[config.mk]
export PLATFORM = sky130hd
export DESIGN_NAME = mlau_top
export DESIGN_NICKNAME = d
export VERILOG_FILES = /design/src/shared/mlau_pkg.sv /design/src/logic/mlau_check.sv /design/src/logic/mlau_seq.sv /design/src/logic/mlau_top.sv
export SDC_FILE = /design/constraint.sdc
export NUM_CORES = 1
export LEC_CHECK = 0
export BUFFER_PORTS_ARGS = -buffer_cell sky130_fd_sc_hd__buf_2
export CAP_MARGIN = 25
export CORE_UTILIZATION = 50
export DETAILED_ROUTE_END_ITERATION = 12
export GPL_ROUTABILITY_DRIVEN = 0
export GPL_TIMING_DRIVEN = 0
export PLACE_DENSITY = 0.7
export SYNTH_ARGS = -nofsm -noshare
export SYNTH_HDL_FRONTEND = slang
export SYNTH_SLANG_ARGS = --single-unit
[constraint.sdc]
create_clock -name pclk -period 2.4 [get_ports pclk]
set_input_delay 0.12 -clock pclk [delete_from_list [all_inputs] [get_ports pclk]]
set_output_delay 0.12 -clock pclk [all_outputs]
set_load 0.005 [all_outputs]
[src/shared/mlau_pkg.sv]
package mlau_pkg;
	localparam int DW  = 16;
	localparam int NCH = 11;
	localparam int NAL = 14;
	localparam int AW  = 8;

	// Channel indices in conversion order
	localparam logic [3:0] CH_CELL1 = 4'h0;
	localparam logic [3:0] CH_CELL4 = 4'h3;
	localparam logic [3:0] CH_AUX   = 4'h4;
	localparam logic [3:0] CH_VIN   = 4'h5;
	localparam logic [3:0] CH_STACK = 4'h6;
	localparam logic [3:0] CH_VOUT  = 4'h7;
	localparam logic [3:0] CH_IIN   = 4'h8;
	localparam logic [3:0] CH_ICHG  = 4'h9;
	localparam logic [3:0] CH_DTEMP = 4'ha;

	// Alarm bit positions; limit register i guards alarm bit i
	localparam int AL_CELL_UV  = 0;
	localparam int AL_CELL_OV  = 1;
	localparam int AL_AUX_UV   = 2;
	localparam int AL_AUX_OV   = 3;
	localparam int AL_VIN_UV   = 4;
	localparam int AL_VIN_OV   = 5;
	localparam int AL_STACK_UV = 6;
	localparam int AL_STACK_OV = 7;
	localparam int AL_VOUT_UV  = 8;
	localparam int AL_VOUT_OV  = 9;
	localparam int AL_IIN_OC   = 10;
	localparam int AL_ICHG_UC  = 11;
	localparam int AL_DT_COLD  = 12;
	localparam int AL_DT_HOT   = 13;

	// Alarms that fire below their level; the rest fire above it
	localparam logic [NAL-1:0] AL_BELOW = 14'h1955;
	// Source channel per alarm (cell alarms use the cell range instead)
	localparam logic [NAL-1:0][3:0] AL_CHAN = {
		CH_DTEMP, CH_DTEMP, CH_ICHG, CH_IIN, CH_VOUT, CH_VOUT,
		CH_STACK, CH_STACK, CH_VIN, CH_VIN, CH_AUX, CH_AUX,
		CH_CELL1, CH_CELL1};

	// Register byte offsets
	localparam logic [AW-1:0] A_CTL    = 8'h00;
	localparam logic [AW-1:0] A_MASK   = 8'h04;
	localparam logic [AW-1:0] A_CLR    = 8'h08;
	localparam logic [AW-1:0] A_FLAGS  = 8'h0c;
	localparam logic [AW-1:0] A_NCELLS = 8'h10;
	localparam logic [AW-1:0] A_SHUNT  = 8'h14;
	localparam logic [AW-1:0] A_FBREF  = 8'h18;
	localparam logic [AW-1:0] A_STAT   = 8'h1c;
	localparam logic [1:0]    LIM_PAGE  = 2'b01;
	localparam logic [1:0]    MEAS_PAGE = 2'b10;

	// Field positions
	localparam int CTL_AUX_BUF = 0;
	localparam int ST_PIN      = 0;
	localparam int ST_ALERT    = 1;
	localparam int ST_CHG_RED  = 2;

	// Reset values
	localparam logic [NAL-1:0] MASK_RST  = 14'h0000;
	localparam logic [DW-1:0]  SHUNT_RST = 16'h0a8c;
	localparam logic [DW-1:0]  FBREF_RST = 16'h04b0;

	// Die temperature code: Celsius = 0.028 * code - 251.4
	localparam int TEMP_GAIN_MILLI = 28;
	localparam int TEMP_OFS_DECI   = 2514;

	// Conversion slot per channel
	localparam int SLOT_TIME_US = 1600;
	localparam int CLK_KHZ      = 25000;
	localparam int SLOT_CYC     = SLOT_TIME_US * CLK_KHZ / 1000;
endpackage

[src/logic/mlau_check.sv]
`timescale 1ns/1ns
`default_nettype none
module mlau_check
	import mlau_pkg::*;
(
	input  wire logic                    valid,   // New result present
	input  wire logic [3:0]              chan,    // Result channel
	input  wire logic [DW-1:0]           value,   // Result, two's complement
	input  wire logic [1:0]              ncells,  // Cell count code
	input  wire logic [NAL-1:0][DW-1:0]  lim,     // Limit levels
	output logic      [NAL-1:0]          viol     // Level crossed now
);
	import mlau_pkg::*;

	for (genvar i = 0; i < NAL; i++) begin : g_al
		logic src_ok;
		logic below;
		logic above;
		// Cell alarms share one level pair across every populated cell
		if (i == AL_CELL_UV || i == AL_CELL_OV) begin : g_cell
			assign src_ok = chan <= {2'b00, ncells};
		end else begin : g_one
			assign src_ok = chan == AL_CHAN[i];
		end
		// Temperature levels are raw codes in the same scale
		assign below = $signed(value) < $signed(lim[i]);
		assign above = $signed(value) > $signed(lim[i]);
		assign viol[i] = valid && src_ok && (AL_BELOW[i] ? below : above);
	end
endmodule
`default_nettype wire

[src/logic/mlau_seq.sv]
`timescale 1ns/1ns
`default_nettype none
module mlau_seq
	import mlau_pkg::*;
#(
	parameter int SLOT = SLOT_CYC
) (
	input  wire logic       pclk,     // System clock
	input  wire logic       presetn,  // Async reset, active low
	output logic            start,    // Conversion start pulse
	output logic [3:0]      chan      // Channel being converted
);
	import mlau_pkg::*;

	typedef struct packed {
		logic [15:0] cnt;
		logic [3:0]  chan;
		logic        start;
	} mlau_seq_st_t;

	mlau_seq_st_t s_q, s_d;
	logic [3:0]   prev_chan_q;

	always_comb begin
		s_d = s_q;
		s_d.start = 1'b0;
		if (s_q.cnt == 16'(SLOT - 1)) begin
			s_d.cnt = '0;
			s_d.start = 1'b1;
			s_d.chan = (s_q.chan == CH_DTEMP) ? CH_CELL1 : s_q.chan + 4'h1;
		end else begin
			s_d.cnt = s_q.cnt + 16'h0001;
		end
	end

	always_ff @(posedge pclk or negedge presetn) begin
		if (!presetn) begin
			s_q <= '0;
			s_q.chan <= CH_DTEMP;
			prev_chan_q <= CH_DTEMP;
		end else begin
			s_q <= s_d;
			if (s_q.start)
				prev_chan_q <= s_q.chan;
		end
	end

	assign start = s_q.start;
	assign chan  = s_q.chan;

	property p_rotate;
		@(posedge pclk) disable iff (!presetn)
		s_q.start |-> s_q.chan == ((prev_chan_q == CH_DTEMP) ? CH_CELL1 : prev_chan_q + 4'h1);
	endproperty
	a_rotate: assert property (p_rotate) else $error("Channel rotation skipped");
endmodule
`default_nettype wire

[src/logic/mlau_top.sv]
// Summary of operation
// - Disabled limit never sets its alarm.
// - Enabled crossing latches its alarm flag.
// - Clear register write-one clears; zero ignored.
// - Mask bit zero also clears that flag.
// - Flags register reads all uncleared alarms.
// - Each voltage has under and over levels.
// - All cells share one level pair.
// - Input current checked against overcurrent level.
// - Charge current checked against undercurrent level.
// - Temperature has separate cold and hot levels.
// - Temperature code maps linearly to Celsius.
// - Aux input has under/over enable bits.
// - Control bit routes aux through buffer.
// - All alarms disabled after reset.
// - Enabled crossing also raises the alert.
// - Straps read back as cell count.
// - Shunt threshold resets to 2.7V code.
// - Feedback reference defaults 1.2V, writable.
// - Any active shunt lowers charge current.
// - Alert released after alert response read.
// - Eleven channels converted in rotation, ~18ms.
// - Results are signed 16-bit, compared signed.
//
// Design decisions made here: the register addresses and the APB register port.
`timescale 1ns/1ns
`default_nettype none
module mlau_top
	import mlau_pkg::*;
#(
	parameter int SLOT = SLOT_CYC
) (
	input  wire logic           pclk,           // System clock, 25 MHz
	input  wire logic           presetn,        // Async reset, active low
	input  wire logic           psel,           // APB select
	input  wire logic           penable,        // APB enable
	input  wire logic           pwrite,         // APB write
	input  wire logic [AW-1:0]  paddr,          // APB byte address
	input  wire logic [31:0]    pwdata,         // APB write data
	output logic      [31:0]    prdata,         // APB read data
	output logic                pready,         // APB ready
	output logic                pslverr,        // APB error
	output logic                adc_start,      // Start conversion pulse
	output logic      [3:0]     adc_chan,       // Channel to convert
	input  wire logic           adc_done,       // Result valid pulse
	input  wire logic [DW-1:0]  adc_data,       // Signed result
	input  wire logic           ara_done,       // Alert response answered
	input  wire logic           alert_in,       // Alert pin level
	output logic                alert_out,      // Alert pin drive value
	output logic                alert_oe,       // Alert pin pulled low
	input  wire logic           cell_strap_low, // Cell count strap bit 0
	input  wire logic           cell_strap_high,// Cell count strap bit 1
	input  wire logic [3:0]     shunt_active,   // Per-cell shunt on
	output logic                charge_reduce,  // Lower charge current
	output logic                aux_buffer_en,  // Aux via buffer
	output logic      [DW-1:0]  shunt_threshold,// Shunt level code
	output logic      [DW-1:0]  fb_reference    // Stack feedback code
);
	import mlau_pkg::*;

	typedef struct packed {
		logic                   aux_buf;
		logic [NAL-1:0]         mask;
		logic [NAL-1:0]         flags;
		logic [NAL-1:0][DW-1:0] lim;
		logic [NCH-1:0][DW-1:0] meas;
		logic [DW-1:0]          shunt;
		logic [DW-1:0]          fbref;
		logic                   alert;
		logic [31:0]            prd;
		logic                   prdy;
		logic                   perr;
		logic [1:0]             strap_m;
		logic [1:0]             strap;
		logic                   apin_m;
		logic                   apin;
		logic [3:0]             sh_m;
		logic [3:0]             sh;
		logic                   chg_red;
	} mlau_top_st_t;

	mlau_top_st_t   s_q;
	mlau_top_st_t   s_d;
	logic           seq_start;
	logic [3:0]     seq_chan;
	logic [NAL-1:0] viol;
	logic [NAL-1:0] hit;
	logic [NAL-1:0] clr;
	logic           wr;
	logic           setup;
	logic [3:0]     idx;

	mlau_seq #(
		.SLOT  (SLOT)
	) u_seq (
		.pclk    (pclk),
		.presetn (presetn),
		.start   (seq_start),
		.chan    (seq_chan)
	);

	mlau_check u_check (
		.valid  (adc_done),
		.chan   (seq_chan),
		.value  (adc_data),
		.ncells (s_q.strap),
		.lim    (s_q.lim),
		.viol   (viol)
	);

	// Access takes effect on the single pready cycle
	assign wr    = psel && penable && s_q.prdy && pwrite;
	assign setup = psel && !penable;
	assign idx   = paddr[5:2];

	always_comb begin
		s_d = s_q;
		clr = '0;

		// Pin inputs pass two flops before anything reads them
		s_d.strap_m = {cell_strap_high, cell_strap_low};
		s_d.strap   = s_q.strap_m;
		s_d.apin_m  = alert_in;
		s_d.apin    = s_q.apin_m;
		s_d.sh_m    = shunt_active;
		s_d.sh      = s_q.sh_m;
		s_d.chg_red = |s_q.sh;

		if (adc_done && seq_chan < 4'(NCH))
			s_d.meas[seq_chan] = adc_data;

		if (wr) begin
			if (paddr == A_CTL)
				s_d.aux_buf = pwdata[CTL_AUX_BUF];
			if (paddr == A_MASK)
				s_d.mask = pwdata[NAL-1:0];
			if (paddr == A_CLR)
				clr = pwdata[NAL-1:0];
			if (paddr == A_SHUNT)
				s_d.shunt = pwdata[DW-1:0];
			if (paddr == A_FBREF)
				s_d.fbref = pwdata[DW-1:0];
			if (paddr[7:6] == LIM_PAGE && idx < 4'(NAL))
				s_d.lim[idx] = pwdata[DW-1:0];
		end

		// New mask applies at once so a disabling write can never latch
		hit = viol & s_d.mask;
		// Clear loses to a crossing in the same cycle; disable wins over it
		s_d.flags = (s_q.flags & ~clr & s_d.mask) | hit;
		s_d.alert = (s_q.alert && !ara_done) || (|hit);

		s_d.prdy = setup;
		s_d.perr = 1'b0;
		if (setup) begin
			s_d.prd = '0;
			unique case (paddr)
				A_CTL:    s_d.prd[CTL_AUX_BUF] = s_q.aux_buf;
				A_MASK:   s_d.prd[NAL-1:0] = s_q.mask;
				A_CLR:    s_d.prd = '0;
				A_FLAGS:  s_d.prd[NAL-1:0] = s_q.flags;
				A_NCELLS: s_d.prd[1:0] = s_q.strap;
				A_SHUNT:  s_d.prd[DW-1:0] = s_q.shunt;
				A_FBREF:  s_d.prd[DW-1:0] = s_q.fbref;
				A_STAT: begin
					s_d.prd[ST_PIN]     = s_q.apin;
					s_d.prd[ST_ALERT]   = s_q.alert;
					s_d.prd[ST_CHG_RED] = s_q.chg_red;
				end
				default: begin
					if (paddr[7:6] == LIM_PAGE && idx < 4'(NAL))
						s_d.prd[DW-1:0] = s_q.lim[idx];
					else if (paddr[7:6] == MEAS_PAGE && idx < 4'(NCH))
						s_d.prd[DW-1:0] = s_q.meas[idx];
					else
						s_d.perr = 1'b1;
				end
			endcase
		end
	end

	always_ff @(posedge pclk or negedge presetn) begin
		if (!presetn) begin
			s_q <= '0;
			s_q.mask  <= MASK_RST;
			s_q.shunt <= SHUNT_RST;
			s_q.fbref <= FBREF_RST;
		end else begin
			s_q <= s_d;
		end
	end

	assign prdata          = s_q.prd;
	assign pready          = s_q.prdy;
	assign pslverr         = s_q.perr;
	assign adc_start       = seq_start;
	assign adc_chan        = seq_chan;
	// Open drain: only ever pulls low
	assign alert_out       = 1'b0;
	assign alert_oe        = s_q.alert;
	assign charge_reduce   = s_q.chg_red;
	assign aux_buffer_en   = s_q.aux_buf;
	assign shunt_threshold = s_q.shunt;
	assign fb_reference    = s_q.fbref;

	property p_flag_in_mask;
		@(posedge pclk) disable iff (!presetn)
		(s_q.flags & ~s_q.mask) == '0;
	endproperty
	a_flag_in_mask: assert property (p_flag_in_mask) else $error("Flag set outside mask");

	property p_latch;
		@(posedge pclk) disable iff (!presetn)
		|hit |=> ((s_q.flags & $past(hit)) == $past(hit)) && s_q.alert;
	endproperty
	a_latch: assert property (p_latch) else $error("Crossing not latched");

	property p_hold;
		@(posedge pclk) disable iff (!presetn)
		!(wr && (paddr == A_CLR || paddr == A_MASK))
			|=> (($past(s_q.flags) & ~s_q.flags) == '0);
	endproperty
	a_hold: assert property (p_hold) else $error("Flag dropped without clear");

	property p_clear;
		@(posedge pclk) disable iff (!presetn)
		wr && paddr == A_CLR && !(|viol)
			|=> (s_q.flags & $past(pwdata[NAL-1:0])) == '0;
	endproperty
	a_clear: assert property (p_clear) else $error("Write-one clear failed");

	property p_mask_clear;
		@(posedge pclk) disable iff (!presetn)
		wr && paddr == A_MASK
			|=> (s_q.flags & ~$past(pwdata[NAL-1:0])) == '0;
	endproperty
	a_mask_clear: assert property (p_mask_clear) else $error("Mask write kept flag");

	property p_read_flags;
		@(posedge pclk) disable iff (!presetn)
		setup && !pwrite && paddr == A_FLAGS
			|=> pready && prdata[NAL-1:0] == $past(s_q.flags) && !pslverr;
	endproperty
	a_read_flags: assert property (p_read_flags) else $error("Flag readback wrong");

	property p_ara;
		@(posedge pclk) disable iff (!presetn)
		ara_done && !(|hit) |=> !alert_oe;
	endproperty
	a_ara: assert property (p_ara) else $error("Alert kept after response");

	property p_alert_cause;
		@(posedge pclk) disable iff (!presetn)
		$rose(alert_oe) |-> $past(|hit);
	endproperty
	a_alert_cause: assert property (p_alert_cause) else $error("Alert without crossing");

	property p_shunt;
		@(posedge pclk) disable iff (!presetn)
		(|shunt_active) [*3] |=> charge_reduce;
	endproperty
	a_shunt: assert property (p_shunt) else $error("Charge not reduced");

	property p_aux_buf;
		@(posedge pclk) disable iff (!presetn)
		wr && paddr == A_CTL |=> aux_buffer_en == $past(pwdata[CTL_AUX_BUF]);
	endproperty
	a_aux_buf: assert property (p_aux_buf) else $error("Aux buffer select wrong");
endmodule
`default_nettype wire

==> summary.log, run 1 <==
[synth] number of instances in the synthesized netlist 2,543
[timing] Max Slew Vio Count 0
[power_and_ir_drop] power density cells 593 nW/um2
[worst_setup_path] reg2reg start s_q[318]
[status] failing checks negative setup slack
[route] average vias per placed instance 6.10
[synth] number of enable-type register cells in the synthesized netlist 0
[worst_setup_path] endpoint of the lowest-slack register-to-register path alert_oe
[timing] maximum achievable frequency 0.379 GHz
[timing] final hold vios 0
[run] Max Cap Viol 0
[placed_design] input/output buffers 93
[worst_setup_path] type of the setup path with the least slack flop to flop
[clocking] CTS tree built
[floorplan] Core Box Area 57,900 um2
[clocking] Clock H-tree levels 2
[power_and_ir_drop] portion of total power attributed to combinational logic 9.4%
[synth] cell type with the highest aggregate area in the netlist dfrtp_1
[global_routing] gr usage total 30.5%
[clocking] latest clock arrival within the worst-skew pair 0.64 ns
[floorplan] horizontal die dimension 245 um
[timing] Clock Skew 0.0292 ns
[worst_setup_path] data required time at the worst endpoint 2.92 ns
[route] final wirelength 90,500 um
[worst_setup_path] R2R Setup Slk -0.24 ns
[power_and_ir_drop] power share of the sequential group 44.5%
[power_and_ir_drop] post-route total power 20.0 mW
[clocking] Worst-path clk slew 0.06 ns
[synth] post-synthesis area per instance 11.6 um2
[synth] sequential cell area fraction in the yosys report 43.9%
[synth] most frequent cell after synthesis dfrtp_1
[worst_setup_path] maximum net fanout on the critical path 3
[synth] area share of the leading cell type in the synthesized netlist 43.0%
[clocking] TritonCTS buffer count 57
[timing] Final setup violation count 4
[layout] Nets 3,048
[synth] synthesis-stage register bit count 516
[synth] number of warning messages in the yosys log 0
[power_and_ir_drop] net switching power 5.08 mW
[floorplan] std cell rows 88
[route] post-detailed-route wirelength per cell 25.3 um
[worst_setup_path] worst path arrival time 3.16 ns
[synth] Synth cell types 76
[placed_design] Final HPWL DP 66,400 um
[layout] fin cells 3,573
[status] result of the run complete, but fails checks
[timing] setup repair after global routing missed its margin yes
[power_and_ir_drop] fraction of power spent switching nets 25.4%
[synth] most frequent cells after synthesis dfrtp_1, mux2_2, inv_1
[global_routing] global-route wire length before repair 136,000 um
[worst_setup_path] critical path capture point type flop
[timing] relative max-transition margin 27.6%
[worst_setup_path] R2R cell count 11
[route] Routed Antenna Nets 0
[global_routing] pin count of the biggest net entering global routing 132
[layout] fraction of final layout cells with drive strength greater than 1 31.9%
[route] drt first-iter violations 2,217
[timing] final total negative setup slack -0.283 ns
[worst_setup_path] chain of cells forming the critical path inv_1 > ha_1 > nand4_1 > nor4_4 > a21boi_4 > a2111oi_0 > o211ai_1 > buf_4 > o2111ai_2 > nor4_2 > nand2_1
[global_routing] via count of the first global-routing pass 22,200
[worst_setup_path] critical path's largest stage delay 0.42 ns
[min_path] worst min-delay path class input pin to asynchronous set/reset pin
[timing] Slew @ Worst Pin 1.09 ns
[power_and_ir_drop] IR drop worst, VDD 589 uV
[route] number of iterations in the first detailed-routing pass 6
[floorplan] Die Y-Extent 245 um
[clocking] clock tree root driver cell clkbuf_16
[placed_design] DP Cell Count 3,427
[worst_setup_path] CP max stage cell nor4_4
[power_and_ir_drop] total leakage power 16.2 nW
[synth] share of synthesized registers carrying an async set or reset 100%
[floorplan] total die area 59,800 um2
[timing] post-route minimum period 2.64 ns
[power_and_ir_drop] Internal Pwr Total 14.9 mW
[worst_setup_path] sort of element at the start of the critical path flop
[power_and_ir_drop] share of power burned in the clock network 46.2%
[route] detailed-route via count 21,800
[timing] period utilization 110%
[timing] Final Worst Setup Slack -0.241 ns
[layout] filler cell count 4,755
[clocking] largest buffer count on any clock path 3
[floorplan] initial core utilization 50.8%
[layout] area added between synthesis and finish 14.7%
[synth] Top FF cell, synth dfrtp_1
[floorplan] number of placed I/O pins 145
[global_routing] grt total ovfl 0
[clocking] number of clock sinks 516
[global_routing] antenna violations before repair 6
[route] number of remaining DRC errors 0
[synth] area of the mapped netlist 29,400 um2
[synth] cell types with the largest area share after synthesis dfrtp_1, mux2_2, ha_1
[power by group through the flow]
stage | Combinational [mW] | Sequential, mW | Clock [mW]
3_5_place_dp | 1.77 | 9.05 | 0
5_1_grt | 2.04 | 8.90 | 9.66
2_1_floorplan | 0.972 | 9.02 | 0
6_report | 1.88 | 8.90 | 9.24
3_3_place_gp | 1.69 | 9.05 | 0
4_1_cts | 1.83 | 8.89 | 9.32
[cells by family (layout without fill, tap and decap cells)]
family / after synthesis / count (layout) / share of synthesized area (%)
buffers and inverters: 446 / 693 / 6.94
AND/OR/NAND/NOR: 433 / 433 / 7.18
multiplexers: 530 / 530 / 23.6
other: 1 / 19 / 0.0127
adder cells (fa/ha/maj): 220 / 220 / 9.36
AO/OA/AOI/OAI: 382 / 382 / 8.50
XOR/XNOR: 15 / 15 / 0.447
flip-flops: 516 / 516 / 43.9
[metal layers]
layer	GRT usage, %	share of wire (%)	vias to the layer above
li1	-	-	9510
met1	39.6	40	11100
met5	0	0.065	-
met3	6.43	8.2	249
met2	48.3	46	912
met4	15.1	5.3	8
[placed cells by master (no fill, tap or decap), types with 8 or more instances in the layout]
cell | Yosys | routed
o21ai_0 | 93 | 84
nor2_1 | 75 | 71
ha_1 | 220 | 215
dfstp_2 | 11 | 11
clkbuf_16 | 0 | 57
o22ai_1 | 18 | 17
clkinv_2 | 0 | 8
buf_1 | 9 | 8
nand3_1 | 27 | 24
nand4_1 | 34 | 34
a22oi_1 | 20 | 20
a21o_1 | 14 | 14
nand2_1 | 188 | 185
a211oi_1 | 10 | 8
nor2b_1 | 18 | 18
dfrtp_1 | 505 | 505
mux2_4 | 41 | 42
mux2_2 | 347 | 346
conb_1 | 1 | 17
buf_6 | 6 | 9
buf_2 | 36 | 130
clkbuf_2 | 2 | 10
mux2i_1 | 62 | 57
a22o_1 | 12 | 12
a31oi_1 | 11 | 10
nor3_1 | 19 | 16
dlygate4sd3_1 | 0 | 13
buf_4 | 73 | 98
inv_1 | 233 | 233
nand2b_1 | 19 | 19
o211ai_1 | 13 | 13
o21ai_1 | 1 | 8
a222oi_1 | 25 | 25
and3_1 | 9 | 9
mux4_2 | 80 | 80
clkbuf_1 | 86 | 91
a21oi_1 | 105 | 103
clkbuf_8 | 0 | 13
[timing repair]
item,4_1_cts,5_1_grt
gates resized for setup,54,34
hold endpoints to repair,169,0
pin swaps,15,17
hold buffers,13,0
setup endpoints to repair,111,81
buffers inserted,14,11
[flip-flops by register name, summed over array words and instances, names as in the netlist, 4 cells and up]
| register | cells |
|---|---|
| s_d | 7 |
| prdata | 16 |
| u_seq.s_q | 16 |
| s_q | 435 |
| u_seq.chan | 4 |
| shunt_threshold | 16 |
| fb_reference | 16 |
[worst max-delay path by stage]
stage / start / cells past startpoint / endpoint / slack (ns)
detailed placement: adc_data[9] / 10 / alert_oe / -1.11
finish: s_q[318] / 11 / alert_oe / -0.24
global route: s_q[318] / 11 / alert_oe / -0.25
floorplan: s_q[281] / 10 / alert_oe / 0.08
global placement: presetn / 1 / s_q[1] / -9.09
CTS: pready / 9 / alert_oe / -0.22
[area by class of cell]
cell class	count	area [um2]	share of cell area, %
clock buffer	85	1660	4.93
timing repair buffer	141	971	2.88
tap	765	957	2.84
multi-input combinational	1597	14800	44.0
inverter	234	878	2.60
antenna	2	5.00	0.0148
clock inverter	22	320	0.950
sequential	516	12900	38.3
buffer	211	1180	3.49
[stage by stage]
stage	utilization (%)	setup slack, ns	area (um2)	hold WS [ns]
6_report	58.2	-0.241	33700	0.0264
5_1_grt	58.2	-0.248	33700	0.0228
3_5_place_dp	53.7	-1.11	31100	0.0925
4_1_cts	57.8	-0.221	33500	0.00558
3_3_place_gp	53.3	-9.09	30900	0.230
2_1_floorplan	-	0.0762	29500	-0.176
[critical path, delay by kind of cell (launching register included)]
| kind | cells | cell delay (ns) |
|---|---|---|
| buffers and inverters | 2 | 0.29 |
| DFF | 1 | 0.38 |
| and+or+nand+nor | 4 | 0.89 |
| AOI/OAI and AO/OA | 4 | 0.71 |
| adders and majority gates | 1 | 0.28 |
Note: power is estimated with default switching activity, not from simulation.
==> run 2, diff against run 1 <==
--- a/config.mk
+++ b/config.mk
@@ -12,6 +12,7 @@
 export GPL_ROUTABILITY_DRIVEN = 0
 export GPL_TIMING_DRIVEN = 0
 export PLACE_DENSITY = 0.7
+export SKIP_CTS_REPAIR_TIMING = 1
 export SYNTH_ARGS = -nofsm -noshare
 export SYNTH_HDL_FRONTEND = slang
 export SYNTH_SLANG_ARGS = --single-unit
==> summary.log, run 2 (synthesis results as in run 1) <==
[status] result of the run complete, but fails checks
[status] failing checks negative setup slack
[floorplan] initial core utilization 50.8%
[floorplan] total die area 59,800 um2
[layout] Nets 3,045
[worst_setup_path] critical path capture point type flop
[global_routing] global-route wire length before repair 135,000 um
[placed_design] Post-DP Area 31,100 um2
[worst_setup_path] sort of element at the start of the critical path flop
[timing] maximum achievable frequency 0.372 GHz
[clocking] TritonCTS buffer count 57
[global_routing] via count of the first global-routing pass 22,000
[worst_setup_path] type of the setup path with the least slack flop to flop
[worst_setup_path] endpoint of the lowest-slack register-to-register path alert_oe
[layout] most common cell after layout, fill and taps aside dfrtp_1
[layout] area added between synthesis and finish 14.5%
[layout] filler cell count 4,764
[min_path] worst min-delay path class input pin to flop
[worst_setup_path] reg2reg start s_q[315]
[clocking] clock tree root driver cell clkbuf_16
[timing] Slew @ Worst Pin 1.09 ns
[route] routed metal-1 wirelength 36,600 um
[route] drt first-iter violations 2,374
[power_and_ir_drop] post-route total power 20.0 mW
[layout] fin cells 3,571
[global_routing] pin count of the biggest net entering global routing 132
[placed_design] pre-CTS setup slack -1.11 ns
[timing] Max Slew Vio Count 0
[layout] total area of multi-input combinational cells 14,800 um2
[timing] final hold vios 0
[timing] period utilization 112%
[route] average vias per placed instance 6.10
[route] Routed Antenna Nets 0
[clocking] largest buffer count on any clock path 3
[layout] register area 12,900 um2
[worst_setup_path] CP delay by family, top simple AND/OR/NAND/NOR gates
[worst_setup_path] maximum net fanout on the critical path 3
[route] highest metal layer used by the detailed router met5
[global_routing] gr usage total 30.3%
[floorplan] number of placed I/O pins 145
[worst_setup_path] R2R Setup Slk -0.29 ns
[min_path] launch instance of the worst min-delay path pwdata[6]
[global_routing] antenna violations before repair 8
[timing] Final Worst Setup Slack -0.289 ns
[power_and_ir_drop] power density cells 594 nW/um2
[route] final wirelength 90,500 um
[route] number of iterations in the first detailed-routing pass 7
[layout] highest-count cells in the layout ignoring fill and taps dfrtp_1, mux2_2, inv_1
[floorplan] Die Y-Extent 245 um
[worst_setup_path] R2R cell count 12
[route] number of remaining DRC errors 0
[floorplan] Core Box Area 57,900 um2
[min_path] capture endpoint of the worst hold path s_q[488]
[timing] setup repair after global routing missed its margin yes
[clocking] Clock H-tree levels 2
[route] detailed-route via count 21,800
[timing] Clock Skew 0.0261 ns
[placed_design] input/output buffers 93
[min_path] worst hold path cell count 3
[worst_setup_path] data required time at the worst endpoint 2.92 ns
[route] sum of met3 wire segment lengths after detailed routing 7610 um
[worst_setup_path] CP max stage cell dfrtp_1
[floorplan] horizontal die dimension 245 um
[layout] register with the most flip-flops s_q
[clocking] Worst-path clk slew 0.06 ns
[timing] relative max-transition margin 27.4%
[worst_setup_path] worst path arrival time 3.21 ns
[timing] final total negative setup slack -0.500 ns
[clocking] latest clock arrival within the worst-skew pair 0.64 ns
[route] Detail Route met2 WL 41,500 um
[placed_design] DP Cell Count 3,427
[timing] Final setup violation count 4
[timing] post-route minimum period 2.69 ns
[layout] number of flip-flops under the largest register name 435
[layout] final cell area excluding filler cells 33,700 um2
[worst_setup_path] buffer and inverter count on the worst path 3
[clocking] CTS tree built
[layout] fraction of final layout cells with drive strength greater than 1 31.6%
[worst_setup_path] chain of cells forming the critical path inv_1 > ha_1 > nand4_1 > buf_6 > nor4_4 > a21boi_4 > a2111oi_1 > o211ai_1 > buf_4 > o2111ai_2 > nor4_2 > nand2_1
[power_and_ir_drop] total leakage power 16.2 nW
[floorplan] std cell rows 88
[placed_design] Final HPWL DP 66,400 um
[run] Max Cap Viol 0
[route] post-detailed-route wirelength per cell 25.4 um
[clocking] number of clock sinks 516
[power_and_ir_drop] IR drop worst, VDD 585 uV
[global_routing] grt total ovfl 0
[worst_setup_path] critical path's largest stage delay 0.37 ns
-- run 2: how the worst max path moves through the flow --
stage                startpoint       end  slack (ns)  cells past startpoint
global route           s_q[314]  alert_oe       -0.33                     12
detailed placement  adc_data[9]  alert_oe       -1.11                     10
CTS                    s_q[315]  alert_oe       -0.89                     10
global placement        presetn    s_q[1]       -9.09                      1
floorplan              s_q[281]  alert_oe        0.08                     10
finish                 s_q[315]  alert_oe       -0.29                     12
-- run 2: per-stage QoR --
stage / hold WS [ns] / utilization (%)
after floorplan: -0.176 / -
after global placement: 0.230 / 53.3
after detailed placement: 0.0925 / 53.7
after CTS: -0.572 / 57.1
after global routing: 0.0217 / 58.1
final: 0.00356 / 58.1
-- run 2: final cells by class --
type	count	share of cell area, %
clock buffer	85	4.93
buffer	211	3.49
tap	765	2.84
sequential	516	38.4
antenna	3	0.0223
clock inverter	22	0.951
multi-input combinational	1597	43.9
timing repair buffer	138	2.81
inverter	234	2.61
-- run 2: layer usage --
metal,track usage (%),vias to the layer above
li1,-,9498
met1,39.1,11000
met2,47.4,980
met3,6.89,242
met4,15.8,8
met5,0,-
-- run 2: power breakdown --
part | switching, mW | total (mW) | leakage (nW) | internal [mW]
clock | 3.78 | 9.23 | 0.956 | 5.45
combinational | 1.20 | 1.87 | 8.34 | 0.663
sequential | 0.0801 | 8.90 | 6.91 | 8.82
-- run 2: tightest hold or removal path: stages --
cell,delay (ns)
buf_1,0.23
nand2_1,0.12
a31o_2,0.14
